File: src/hw/catr_pkg.sv
/*
  Constants and types for the codec analog test register bank.
  Assumes an APB completer with a 10-bit byte address and a 40 MHz clock.
*/
package catr_pkg;

  // ****************************************************************
  // register indexes and byte addresses
  // ****************************************************************
  localparam logic [7:0] INDEX_TEST_TWO = 8'h3A;
  localparam logic [7:0] INDEX_SHORT_CTRL = 8'h3C;
  localparam logic [7:0] INDEX_TEST_STATUS = 8'h3E;
  localparam logic [9:0] ADDR_TEST_TWO = {INDEX_TEST_TWO, 2'h0};
  localparam logic [9:0] ADDR_SHORT_CTRL = {INDEX_SHORT_CTRL, 2'h0};
  localparam logic [9:0] ADDR_TEST_STATUS = {INDEX_TEST_STATUS, 2'h0};

  // ****************************************************************
  // reset values and writable masks
  // ****************************************************************
  localparam logic [15:0] TEST_TWO_RESET = 16'h0000;
  localparam logic [15:0] TEST_TWO_WMASK = 16'h7FFF;
  localparam logic [15:0] SHORT_CTRL_RESET = 16'h0000;
  localparam logic [15:0] SHORT_CTRL_WMASK = 16'h777F;
  localparam logic [7:0] RETUNE_COUNT_RESET = 8'h00;

  // ****************************************************************
  // analog_test_control_two field positions
  // ****************************************************************
  localparam int BIT_ADC_DITHER_DISABLE = 0;
  localparam int BIT_ADC_LOW_BIAS = 1;
  localparam int BIT_ADC_HANDOFF_FLIP = 2;
  localparam int BIT_ADC_SAMPLE_FLIP = 3;
  localparam int BIT_DAC_AMP_CLASS_A = 4;
  localparam int BIT_DAC_RTZ_DISABLE = 5;
  localparam int BIT_DAC_DOUBLE_CURRENT = 6;
  localparam int BIT_DAC_RTZ_LENGTHEN = 7;
  localparam int BIT_DAC_HANDOFF_FLIP = 8;
  localparam int BIT_DAC_SAMPLE_FLIP = 9;
  localparam int BIT_LINE_GROUND_TIE = 10;
  localparam int BIT_OSC_RETUNE_TRIGGER = 11;
  localparam int BIT_DAC_MONO_COPY = 12;
  localparam int BIT_SPARE = 13;
  localparam int BIT_LINE_AMP_SUPPLY = 14;

  // ****************************************************************
  // headphone_short_control field positions
  // ****************************************************************
  localparam int SHORT_COMMON_MODE_LSB = 0;
  localparam int SHORT_SIDE_MODE_LSB = 2;
  localparam int SHORT_CENTER_LEVEL_LSB = 4;
  localparam int SHORT_LEFT_LEVEL_LSB = 8;
  localparam int SHORT_RIGHT_LEVEL_LSB = 12;

  // ****************************************************************
  // status register layout
  // ****************************************************************
  localparam int STATUS_COUNT_LSB = 0;
  localparam int STATUS_HELD_BIT = 8;

  // ****************************************************************
  // data path width
  // ****************************************************************
  localparam int SAMPLE_W = 16;

  // retune edge watcher
  typedef enum logic {
    RETUNE_IDLE,
    RETUNE_HELD
  } catr_retune_type;

endpackage

File: src/hw/catr_dac_mono.sv
/*
  DAC sample stage that can copy the left sample into the right slot.
  Assumes samples arrive on sys_clk with a one-cycle valid strobe.
*/
`timescale 1ns/1ps
`default_nettype none

module catr_dac_mono (
  // clock and reset
  input wire logic sys_clk,
  input wire logic sys_rst,
  // control
  input wire logic mono,
  // samples in
  input wire logic sample_valid,
  input wire logic [catr_pkg::SAMPLE_W-1:0] left_in,
  input wire logic [catr_pkg::SAMPLE_W-1:0] right_in,
  // samples out
  output logic out_valid,
  output logic [catr_pkg::SAMPLE_W-1:0] left_out,
  output logic [catr_pkg::SAMPLE_W-1:0] right_out
);

  typedef struct packed {
    logic valid;
    logic [catr_pkg::SAMPLE_W-1:0] left;
    logic [catr_pkg::SAMPLE_W-1:0] right;
  } catr_mono_type;

  catr_mono_type r;
  catr_mono_type next_r;

  // load a sample pair, left copied to right in mono
  always_comb begin
    next_r = r;
    next_r.valid = sample_valid;
    if (sample_valid) begin
      next_r.left = left_in;
      next_r.right = mono ? left_in : right_in;
    end
  end

  // state register
  always_ff @(posedge sys_clk) begin
    if (sys_rst) begin
      r <= '0;
    end else begin
      r <= next_r;
    end
  end

  assign out_valid = r.valid;
  assign left_out = r.left;
  assign right_out = r.right;

endmodule

`default_nettype wire

File: src/hw/catr_regs.sv
/*
  Analog test register bank of a stereo codec, reached over APB.
  Holds converter edge, return-to-zero, bias and supply controls, the
  oscillator retune trigger, the mono DAC copy and the headphone short
  detector settings. Assumes one clock, a synchronous reset, and APB
  signals generated on sys_clk.
*/
`timescale 1ns/1ps
`default_nettype none

module catr_regs (
  // clock and reset
  input wire logic sys_clk,
  input wire logic sys_rst,
  // apb completer
  input wire logic psel,
  input wire logic penable,
  input wire logic pwrite,
  input wire logic [9:0] paddr,
  input wire logic [31:0] pwdata,
  input wire logic [3:0] pstrb,
  output logic [31:0] prdata,
  output logic pready,
  output logic pslverr,
  // dac sample path
  input wire logic dac_sample_valid,
  input wire logic [catr_pkg::SAMPLE_W-1:0] dac_left_in,
  input wire logic [catr_pkg::SAMPLE_W-1:0] dac_right_in,
  output logic dac_out_valid,
  output logic [catr_pkg::SAMPLE_W-1:0] dac_left_out,
  output logic [catr_pkg::SAMPLE_W-1:0] dac_right_out,
  // pll oscillator
  output logic oscillator_retune_pulse,
  // converter clock edges
  output logic dac_sample_edge_flip,
  output logic dac_handoff_edge_flip,
  output logic adc_sample_edge_flip,
  output logic adc_handoff_edge_flip,
  // dac analog controls
  output logic dac_rtz_enable,
  output logic dac_rtz_lengthen,
  output logic dac_amp_class_ab_enable,
  output logic dac_double_current,
  // adc analog controls
  output logic adc_dither_enable,
  output logic adc_low_bias,
  // line output controls
  output logic line_amp_supply_select,
  output logic line_ground_tie,
  output logic analog_spare,
  // headphone short detector controls
  output logic [2:0] short_level_right,
  output logic [2:0] short_level_left,
  output logic [2:0] short_level_center,
  output logic [1:0] short_mode_side,
  output logic [1:0] short_mode_common
);

  // ****************************************************************
  // state
  // ****************************************************************

  typedef struct packed {
    logic [15:0] test_two;
    logic [15:0] short_ctrl;
    catr_pkg::catr_retune_type retune;
    logic retune_pulse;
    logic [7:0] retune_count;
    logic [31:0] rdata;
    logic err;
  } catr_state_type;

  catr_state_type r;
  catr_state_type next_r;

  // ****************************************************************
  // bus decode
  // ****************************************************************

  logic setup_phase;
  logic access_phase;
  logic hit_test_two;
  logic hit_short_ctrl;
  logic hit_status;
  logic hit_any;
  logic do_write;

  // phases of the apb transfer
  assign setup_phase = psel & ~penable;
  assign access_phase = psel & penable;

  // address match, one aligned word per register
  assign hit_test_two = (paddr == catr_pkg::ADDR_TEST_TWO);
  assign hit_short_ctrl = (paddr == catr_pkg::ADDR_SHORT_CTRL);
  assign hit_status = (paddr == catr_pkg::ADDR_TEST_STATUS);
  assign hit_any = hit_test_two | hit_short_ctrl | hit_status;

  // a write lands only in the access phase of a mapped address;
  // an unmapped setup raises err, which also blocks the write
  assign do_write = access_phase & pwrite & ~r.err;

  // ****************************************************************
  // helpers
  // ****************************************************************

  // byte-lane merge; reserved bits forced to zero by the mask
  // only lanes 0 and 1 exist, upper strobes are ignored
  function automatic logic [15:0] lane_merge(
    input logic [15:0] old_value,
    input logic [31:0] wdata,
    input logic [3:0] strb,
    input logic [15:0] wmask
  );
    logic [15:0] merged;
    merged = old_value;
    if (strb[0]) begin
      merged[7:0] = wdata[7:0];
    end
    if (strb[1]) begin
      merged[15:8] = wdata[15:8];
    end
    return merged & wmask;
  endfunction

  // status word: retune count and watcher state
  // status is read only; writes to it are dropped without error
  logic [15:0] status_word;

  always_comb begin
    status_word = 16'h0000;
    status_word[catr_pkg::STATUS_COUNT_LSB +: 8] = r.retune_count;
    status_word[catr_pkg::STATUS_HELD_BIT] =
      (r.retune == catr_pkg::RETUNE_HELD);
  end

  // ****************************************************************
  // next state
  // ****************************************************************

  always_comb begin
    next_r = r;
    next_r.retune_pulse = 1'b0;

    // read data and error are prepared in the setup phase
    if (setup_phase) begin
      next_r.err = ~hit_any;
      next_r.rdata = 32'h0000_0000;
      if (hit_test_two) begin
        next_r.rdata[15:0] = r.test_two;
      end else if (hit_short_ctrl) begin
        next_r.rdata[15:0] = r.short_ctrl;
      end else if (hit_status) begin
        next_r.rdata[15:0] = status_word;
      end
    end

    // register writes; status is read only and ignores them
    if (do_write && hit_test_two) begin
      next_r.test_two = lane_merge(r.test_two, pwdata, pstrb,
        catr_pkg::TEST_TWO_WMASK);
    end
    if (do_write && hit_short_ctrl) begin
      next_r.short_ctrl = lane_merge(r.short_ctrl, pwdata, pstrb,
        catr_pkg::SHORT_CTRL_WMASK);
    end

    // retune watcher: arm on high, fire on the later low
    // a level held high only arms; the pulse needs the fall
    case (r.retune)
      catr_pkg::RETUNE_IDLE: begin
        if (r.test_two[catr_pkg::BIT_OSC_RETUNE_TRIGGER]) begin
          next_r.retune = catr_pkg::RETUNE_HELD;
        end
      end
      catr_pkg::RETUNE_HELD: begin
        if (!r.test_two[catr_pkg::BIT_OSC_RETUNE_TRIGGER]) begin
          next_r.retune = catr_pkg::RETUNE_IDLE;
          next_r.retune_pulse = 1'b1;
          next_r.retune_count = 8'(r.retune_count + 8'h01);
        end
      end
      default: begin
        next_r.retune = catr_pkg::RETUNE_IDLE;
      end
    endcase
  end

  // ****************************************************************
  // state register
  // ****************************************************************

  // synchronous reset: fields, watcher and bus state cleared
  always_ff @(posedge sys_clk) begin
    if (sys_rst) begin
      r.test_two <= catr_pkg::TEST_TWO_RESET;
      r.short_ctrl <= catr_pkg::SHORT_CTRL_RESET;
      r.retune <= catr_pkg::RETUNE_IDLE;
      r.retune_pulse <= 1'b0;
      r.retune_count <= catr_pkg::RETUNE_COUNT_RESET;
      r.rdata <= 32'h0000_0000;
      r.err <= 1'b0;
    end else begin
      r <= next_r;
    end
  end

  // ****************************************************************
  // bus answers
  // ****************************************************************

  // zero wait states: data was latched during setup, so a status
  // change between setup and access shows on the next read
  assign pready = access_phase;
  assign prdata = r.rdata;
  assign pslverr = access_phase & r.err;

  // ****************************************************************
  // dac data path
  // ****************************************************************

  // registered sample stage; mono comes from the live register
  catr_dac_mono catr_dac_mono_i (
    .sys_clk(sys_clk),
    .sys_rst(sys_rst),
    .mono(r.test_two[catr_pkg::BIT_DAC_MONO_COPY]),
    .sample_valid(dac_sample_valid),
    .left_in(dac_left_in),
    .right_in(dac_right_in),
    .out_valid(dac_out_valid),
    .left_out(dac_left_out),
    .right_out(dac_right_out)
  );

  // ****************************************************************
  // analog control outputs
  // ****************************************************************

  // oscillator retune strobe
  assign oscillator_retune_pulse = r.retune_pulse;

  // converter clock edge selects, handed out as levels;
  // no clock is switched inside this block
  assign dac_sample_edge_flip =
    r.test_two[catr_pkg::BIT_DAC_SAMPLE_FLIP];
  assign dac_handoff_edge_flip =
    r.test_two[catr_pkg::BIT_DAC_HANDOFF_FLIP];
  assign adc_sample_edge_flip =
    r.test_two[catr_pkg::BIT_ADC_SAMPLE_FLIP];
  assign adc_handoff_edge_flip =
    r.test_two[catr_pkg::BIT_ADC_HANDOFF_FLIP];

  // dac return-to-zero and amplifier class
  assign dac_rtz_enable =
    ~r.test_two[catr_pkg::BIT_DAC_RTZ_DISABLE];
  assign dac_rtz_lengthen =
    r.test_two[catr_pkg::BIT_DAC_RTZ_LENGTHEN];
  assign dac_amp_class_ab_enable =
    ~r.test_two[catr_pkg::BIT_DAC_AMP_CLASS_A];
  assign dac_double_current =
    r.test_two[catr_pkg::BIT_DAC_DOUBLE_CURRENT];

  // adc dither and bias
  assign adc_dither_enable =
    ~r.test_two[catr_pkg::BIT_ADC_DITHER_DISABLE];
  assign adc_low_bias =
    r.test_two[catr_pkg::BIT_ADC_LOW_BIAS];

  // line output supply and ground tie
  assign line_amp_supply_select =
    r.test_two[catr_pkg::BIT_LINE_AMP_SUPPLY];
  assign line_ground_tie =
    r.test_two[catr_pkg::BIT_LINE_GROUND_TIE];
  // spare bit goes to the analog side as a plain level
  assign analog_spare = r.test_two[catr_pkg::BIT_SPARE];

  // headphone short detector thresholds and modes
  assign short_level_right =
    r.short_ctrl[catr_pkg::SHORT_RIGHT_LEVEL_LSB +: 3];
  assign short_level_left =
    r.short_ctrl[catr_pkg::SHORT_LEFT_LEVEL_LSB +: 3];
  assign short_level_center =
    r.short_ctrl[catr_pkg::SHORT_CENTER_LEVEL_LSB +: 3];
  assign short_mode_side =
    r.short_ctrl[catr_pkg::SHORT_SIDE_MODE_LSB +: 2];
  assign short_mode_common =
    r.short_ctrl[catr_pkg::SHORT_COMMON_MODE_LSB +: 2];

endmodule

`default_nettype wire

File: config.mk
export PLATFORM = sky130hd
export DESIGN_NAME = catr_regs
export DESIGN_NICKNAME = d
export VERILOG_FILES = /design/src/hw/catr_pkg.sv /design/src/hw/catr_dac_mono.sv /design/src/hw/catr_regs.sv
export SDC_FILE = /design/constraint.sdc
export NUM_CORES = 1
export LEC_CHECK = 0
export BUFFER_PORTS_ARGS = -buffer_cell sky130_fd_sc_hd__buf_4
export CAP_MARGIN = 20
export CORE_MARGIN = 10
export CORE_UTILIZATION = 40
export CTS_CLUSTER_SIZE = 16
export DETAILED_ROUTE_END_ITERATION = 10
export PLACE_DENSITY_LB_ADDON = 0.12
export SYNTH_ARGS = -nofsm -noshare
export SYNTH_HDL_FRONTEND = slang
export SYNTH_HIERARCHICAL = 1
export SYNTH_SLANG_ARGS = --single-unit
File: constraint.sdc
create_clock -name sys_clk -period 3.35 [get_ports sys_clk]
set_input_delay 0.1675 -clock sys_clk [delete_from_list [all_inputs] [get_ports sys_clk]]
set_output_delay 0.1675 -clock sys_clk [all_outputs]
set_load 0.005 [all_outputs]
* Yosys cells after proc, flatten, opt, wreduce, memory -nomap -nowiden
Index checks and enable logic that the tools add are counted.
Widths: inputs -> output; s select.
** Cells by class
- Add/subtract/negate cells :: 1
- Equality and inequality tests :: 3
- Multiplexer cells :: 7
- Bitwise operators :: 15
- Reductions and logical operators :: 8
** Operator list (number)
- $eq 10x8->1 const B :: 3
- $mux 15 :: 2
- $mux 16 :: 1
- $mux 10 :: 1
- $reduce_and 2->1 :: 5
- $mux 9 :: 1
- $add 8x1->8 const B :: 1
- $not 1->1 :: 8
- $and 1x1->1 :: 5
- $logic_and 1x1->1 :: 2
- $or 1x1->1 :: 2
- $pmux 1 s2 :: 1
- $reduce_or 2->1 :: 1
- $mux 1 :: 1
** Word-level totals
- Register bits :: 88
- Bits of input ports :: 84
- Output and inout port bits :: 94
- Word-level logic and storage cells :: 46

* Logic depth before layout (Yosys ltp)
- Depth in word-level cells :: 5
- Mapped depth :: 6

* Hierarchy
The synthesis kept the hierarchy.
** Modules (own cells, without submodules)
- catr_regs :: times used 1, cells each 278, area each 2591.2 µm², sequential area each 1081.0 µm²
- catr_dac_mono :: times used 1, cells each 126, area each 1317.5 µm², sequential area each 660.6 µm²

* Least setup slack after synthesis
Ideal clock, no wire load.
- Path type :: input to register
- Start point :: input paddr[9]
- End point :: register r (netlist bit analog_spare)
- Setup time :: 0.128 ns
- Data arrival time :: 1.702 ns
- Required time :: 3.222 ns
- Path slack :: 1.520 ns
- Cell stages on the path :: 6
- Cell sequence :: or4_4 -> buf_6 -> or4_1 -> buf_2 -> mux2i_1 -> nor2_1
** On the way
- Longest elaborated chain between the ends :: 3
** RTL lines
- from (decl) :: line catr_regs.sv:19 : input wire logic [9:0] paddr,
- $eq 10x8->1 :: line catr_regs.sv:93 : assign hit_test_two = (paddr == catr_pkg::ADDR_TEST_TWO);
- $logic_and 1x1->1 :: line catr_regs.sv:158 : if (do_write && hit_test_two) begin
- $reduce_and 2->1 (no line)
- to (signal assigned) :: line catr_regs.sv:203 : r <= next_r;
- to (decl) :: line catr_regs.sv:73 : catr_state_type r;
No other way between the ends.
A chain may end at the register's enable or synchronous reset.

* Worst setup path after layout
- Start point :: register r[0] (netlist name)
- End point :: register r (netlist bit short_mode_side[1])
** On the way
- Longest elaborated chain between the ends :: 4
** RTL lines
- $not 1->1 :: line catr_regs.sv:100 : assign do_write = access_phase & pwrite & ~r.err;
- $and 1x1->1 :: line catr_regs.sv:100
- $logic_and 1x1->1 :: line catr_regs.sv:162 : if (do_write && hit_short_ctrl) begin
- $reduce_and 2->1 (no line)
No other way between the ends.

==> results by group <==
Drt
  • DRC: 0
  • DRT antenna net count: 0
  • DR pass1 iterations: 4
  • Via count: 3031
  • WL final: 10300 um
  • 1st-iter DRT viols: 154
  • Wire length per cell: 16.1 um
  • Via-per-instance ratio: 4.74

CTS
  • Setup bufs post-CTS: 0
  • Reg clk slew, reported paths: 0.09 ns
  • CTS sink count: 87
  • H-tree depth: 3
  • CTS max path bufs: 2
  • CTS tree: yes
  • Post-cts resize count: 0
  • Clock latency on the worst-skew pair: 0.35 ns
  • CTS root buf: clkbuf_8
  • CTS hold repair buffers: 0
  • Num CTS Buffers: 9

Finish
  • Fillers: 957
  • Fraction of layout cells with a size suffix above 1: 0.321
  • Final Cell Area: 4930 um2
  • Antenna Diode Count: 0
  • Area of the multi-input gates: 1740 um2
  • Layout area overhead: 26.2%
  • # nets final: 587
  • FF/Latch Area: 1740 um2

STA
  • Fin. max-slew vios: 0
  • Fin. Hold Viols: 0
  • Final Critical Period: 1.98 ns
  • Count of final setup violators: 0
  • RSZ-0062 raised after global routing: false
  • Hold WS: 0.0538 ns
  • Rel. slew slack: 0.292
  • Slew @ Worst Pin: 1.06 ns
  • Clk_skew: 0.0102 ns
  • F_max: 505 MHz
  • Period utilisation layout: 0.592
  • Setup_tns: 0 ns

Floorplanning
  • Die area: 14100 um2
  • Core area: 9640 um2
  • Die Y: 119 um
  • Io pins: 178
  • Initial Utilization: 0.406
  • Rows: 36
  • Die X: 119 um

Synth
  • Synth warnings: 6
  • Top post-synthesis cells by area: dfxtp_1 (45%), mux2i_1 (15%), buf_4 (8.8%)
  • Yosys top cell by area: dfxtp_1
  • Top-area cell type share of the netlist area: 0.446
  • Most common cell in the netlist: dfxtp_1
  • Synth Flop Type: dfxtp_1
  • Yosys cell types: 44
  • Post-synth top cells: dfxtp_1 (87), nor2_1 (71), mux2i_1 (60)
  • #FFs+latches synth: 87
  • Post-synth ARST share: 0
  • Seq/Total Area, Yosys: 0.446
  • Syn avg cell area: 9.68 um2
  • Synthesized netlist cell count: 404
  • Syn Std Cell Area: 3910 um2
  • Number of synthesized flops with an enable pin: 0

GRT
  • Gr usage total: 0.142
  • First-pass GRT wire length: 16500 um
  • Largest net degree at the start of global routing: 80
  • Overflow after GRT: 0
  • Number of global-route vias before repair: 3148
  • Global Route met1 Usage: 0.170
  • M3 GR Usage: 0.0557
  • Initial antenna violation count: 0
  • M2 GR Usage: 0.229
  • GR peak layer: met2

Power and ir drop
  • Switching share of power: 0.230
  • P_leak: 2.12 nW
  • Reg power frac: 0.519
  • Clk pwr share: 0.380
  • Pwr/cell area: 419 nW/um2
  • Sw power: 475 uW
  • Combinational fraction of design power: 0.101
  • VDD IR-drop max: 168 uV
  • Int Pwr: 1.59 mW

Outcome
  • Outcome: finished clean

Worst setup path
  • Crit. End Element: flop
  • Crit-path max FO: 7
  • Crit Path Category: flop to flop
  • CP startpoint kind: flop
  • CP Data Arrival Time: 2.19 ns
  • Critical path required time: 3.55 ns

Placement
  • Routability cong.: 0.745
  • Placed cell area: 4720 um2
  • IO buf count: 141
  • Final HPWL DP: 7650 um

Job
  • Max Cap Viol: 0

Worst hold path
  • Hold WC Path Type: primary input to flop
==> per-layer routing <==
layer,vias up,routed length (um),share of wire
met3,6,830,0.080
met4,0,68,0.0066
met2,99,4960,0.48
li1,1533,-,-
met5,-,0,0
met1,1393,4460,0.43
==> critical path: stages (launching register included) <==
cell,delay [ns]
dfxtp_1,0.32
nand4b_1,0.40
nor4_4,0.80
mux2i_1,0.27
nor2_1,0.05
==> area by class of cell <==
type / instances / area share
flip-flops and latches: 87 / 0.353
clock buffers: 11 / 0.0266
inverters: 4 / 0.00304
repair buffers: 141 / 0.215
clock inverters: 5 / 0.0167
well taps: 133 / 0.0337
multi-input cells: 259 / 0.352
==> stage by stage <==
| stage | worst slack (ns) | power, mW | instances | utilization |
|---|---|---|---|---|
| 2_1_floorplan | 1.52 | 1.20 | 420 | - |
| 4_1_cts | 1.35 | 2.10 | 640 | 0.512 |
| 5_1_grt | 1.20 | 2.16 | 640 | 0.512 |
| 3_5_place_dp | 1.19 | 1.31 | 624 | 0.489 |
| 6_report | 1.37 | 2.07 | 640 | 0.512 |
| 3_3_place_gp | 1.19 | 1.30 | 624 | 0.489 |
==> sequential cells by signal (all words and copies together), names as in the netlist, 2 cells and up <==
name / count
short_mode_side: 2
r: 15
catr_dac_mono_i/left_out: 16
short_level_center: 3
short_level_left: 3
short_level_right: 3
prdata: 15
catr_dac_mono_i/right_out: 16
short_mode_common: 2
==> power by group through the flow <==
stage	Combinational (mW)	Clock [mW]	Sequential [mW]
2_1_floorplan	0.102	0	1.10
3_3_place_gp	0.209	0	1.10
3_5_place_dp	0.211	0	1.10
4_1_cts	0.211	0.813	1.07
5_1_grt	0.231	0.856	1.08
6_report	0.208	0.785	1.07
==> logic make-up after synthesis <==
group / Yosys count / synth area share
and+or+nand+nor: 120 / 0.161
DFF: 87 / 0.446
buffers and inverters: 74 / 0.125
muxes: 61 / 0.157
AOI/OAI and AO/OA: 53 / 0.0919
xor gates and xnor gates: 7 / 0.0157
adders and majority gates: 1 / 0.00320
other: 1 / 0.000959
==> cells in the final DEF (no fill, tap or decap), types with 2 or more instances in the layout <==
cell,instances
nand2_1,10
clkbuf_8,9
a22oi_1,12
o21ai_0,13
a211oi_1,14
clkbuf_1,2
mux2i_1,60
nand4b_1,3
dfxtp_1,87
nand4_1,4
nand2b_1,3
bufinv_16,2
nor4b_1,2
nand3b_1,5
inv_1,3
and3_1,3
o22ai_1,8
a211oi_2,2
nor2b_1,6
buf_4,141
xor2_1,6
nor4_4,3
clkinvlp_4,3
conb_1,17
nor2_1,71
==> worst paths after layout <==
check / start / end / slack (ns) / cells past startpoint
setup / recovery: r[0]$_SDFFE_PP0P_ / short_mode_side[1]$_SDFFE_PP0P_ / 1.37 / 4
hold / removal: pwdata[7] / dac_rtz_lengthen$_SDFFE_PP0P_ / 0.05 / 3
setup reg to reg: r[0]$_SDFFE_PP0P_ / short_mode_side[1]$_SDFFE_PP0P_ / 1.37 / 4
hold reg to reg: prdata[9]$_SDFFE_PP0P_ / prdata[9]$_SDFFE_PP0P_ / 0.46 / 2
Power figures use the tool's default switching activity.
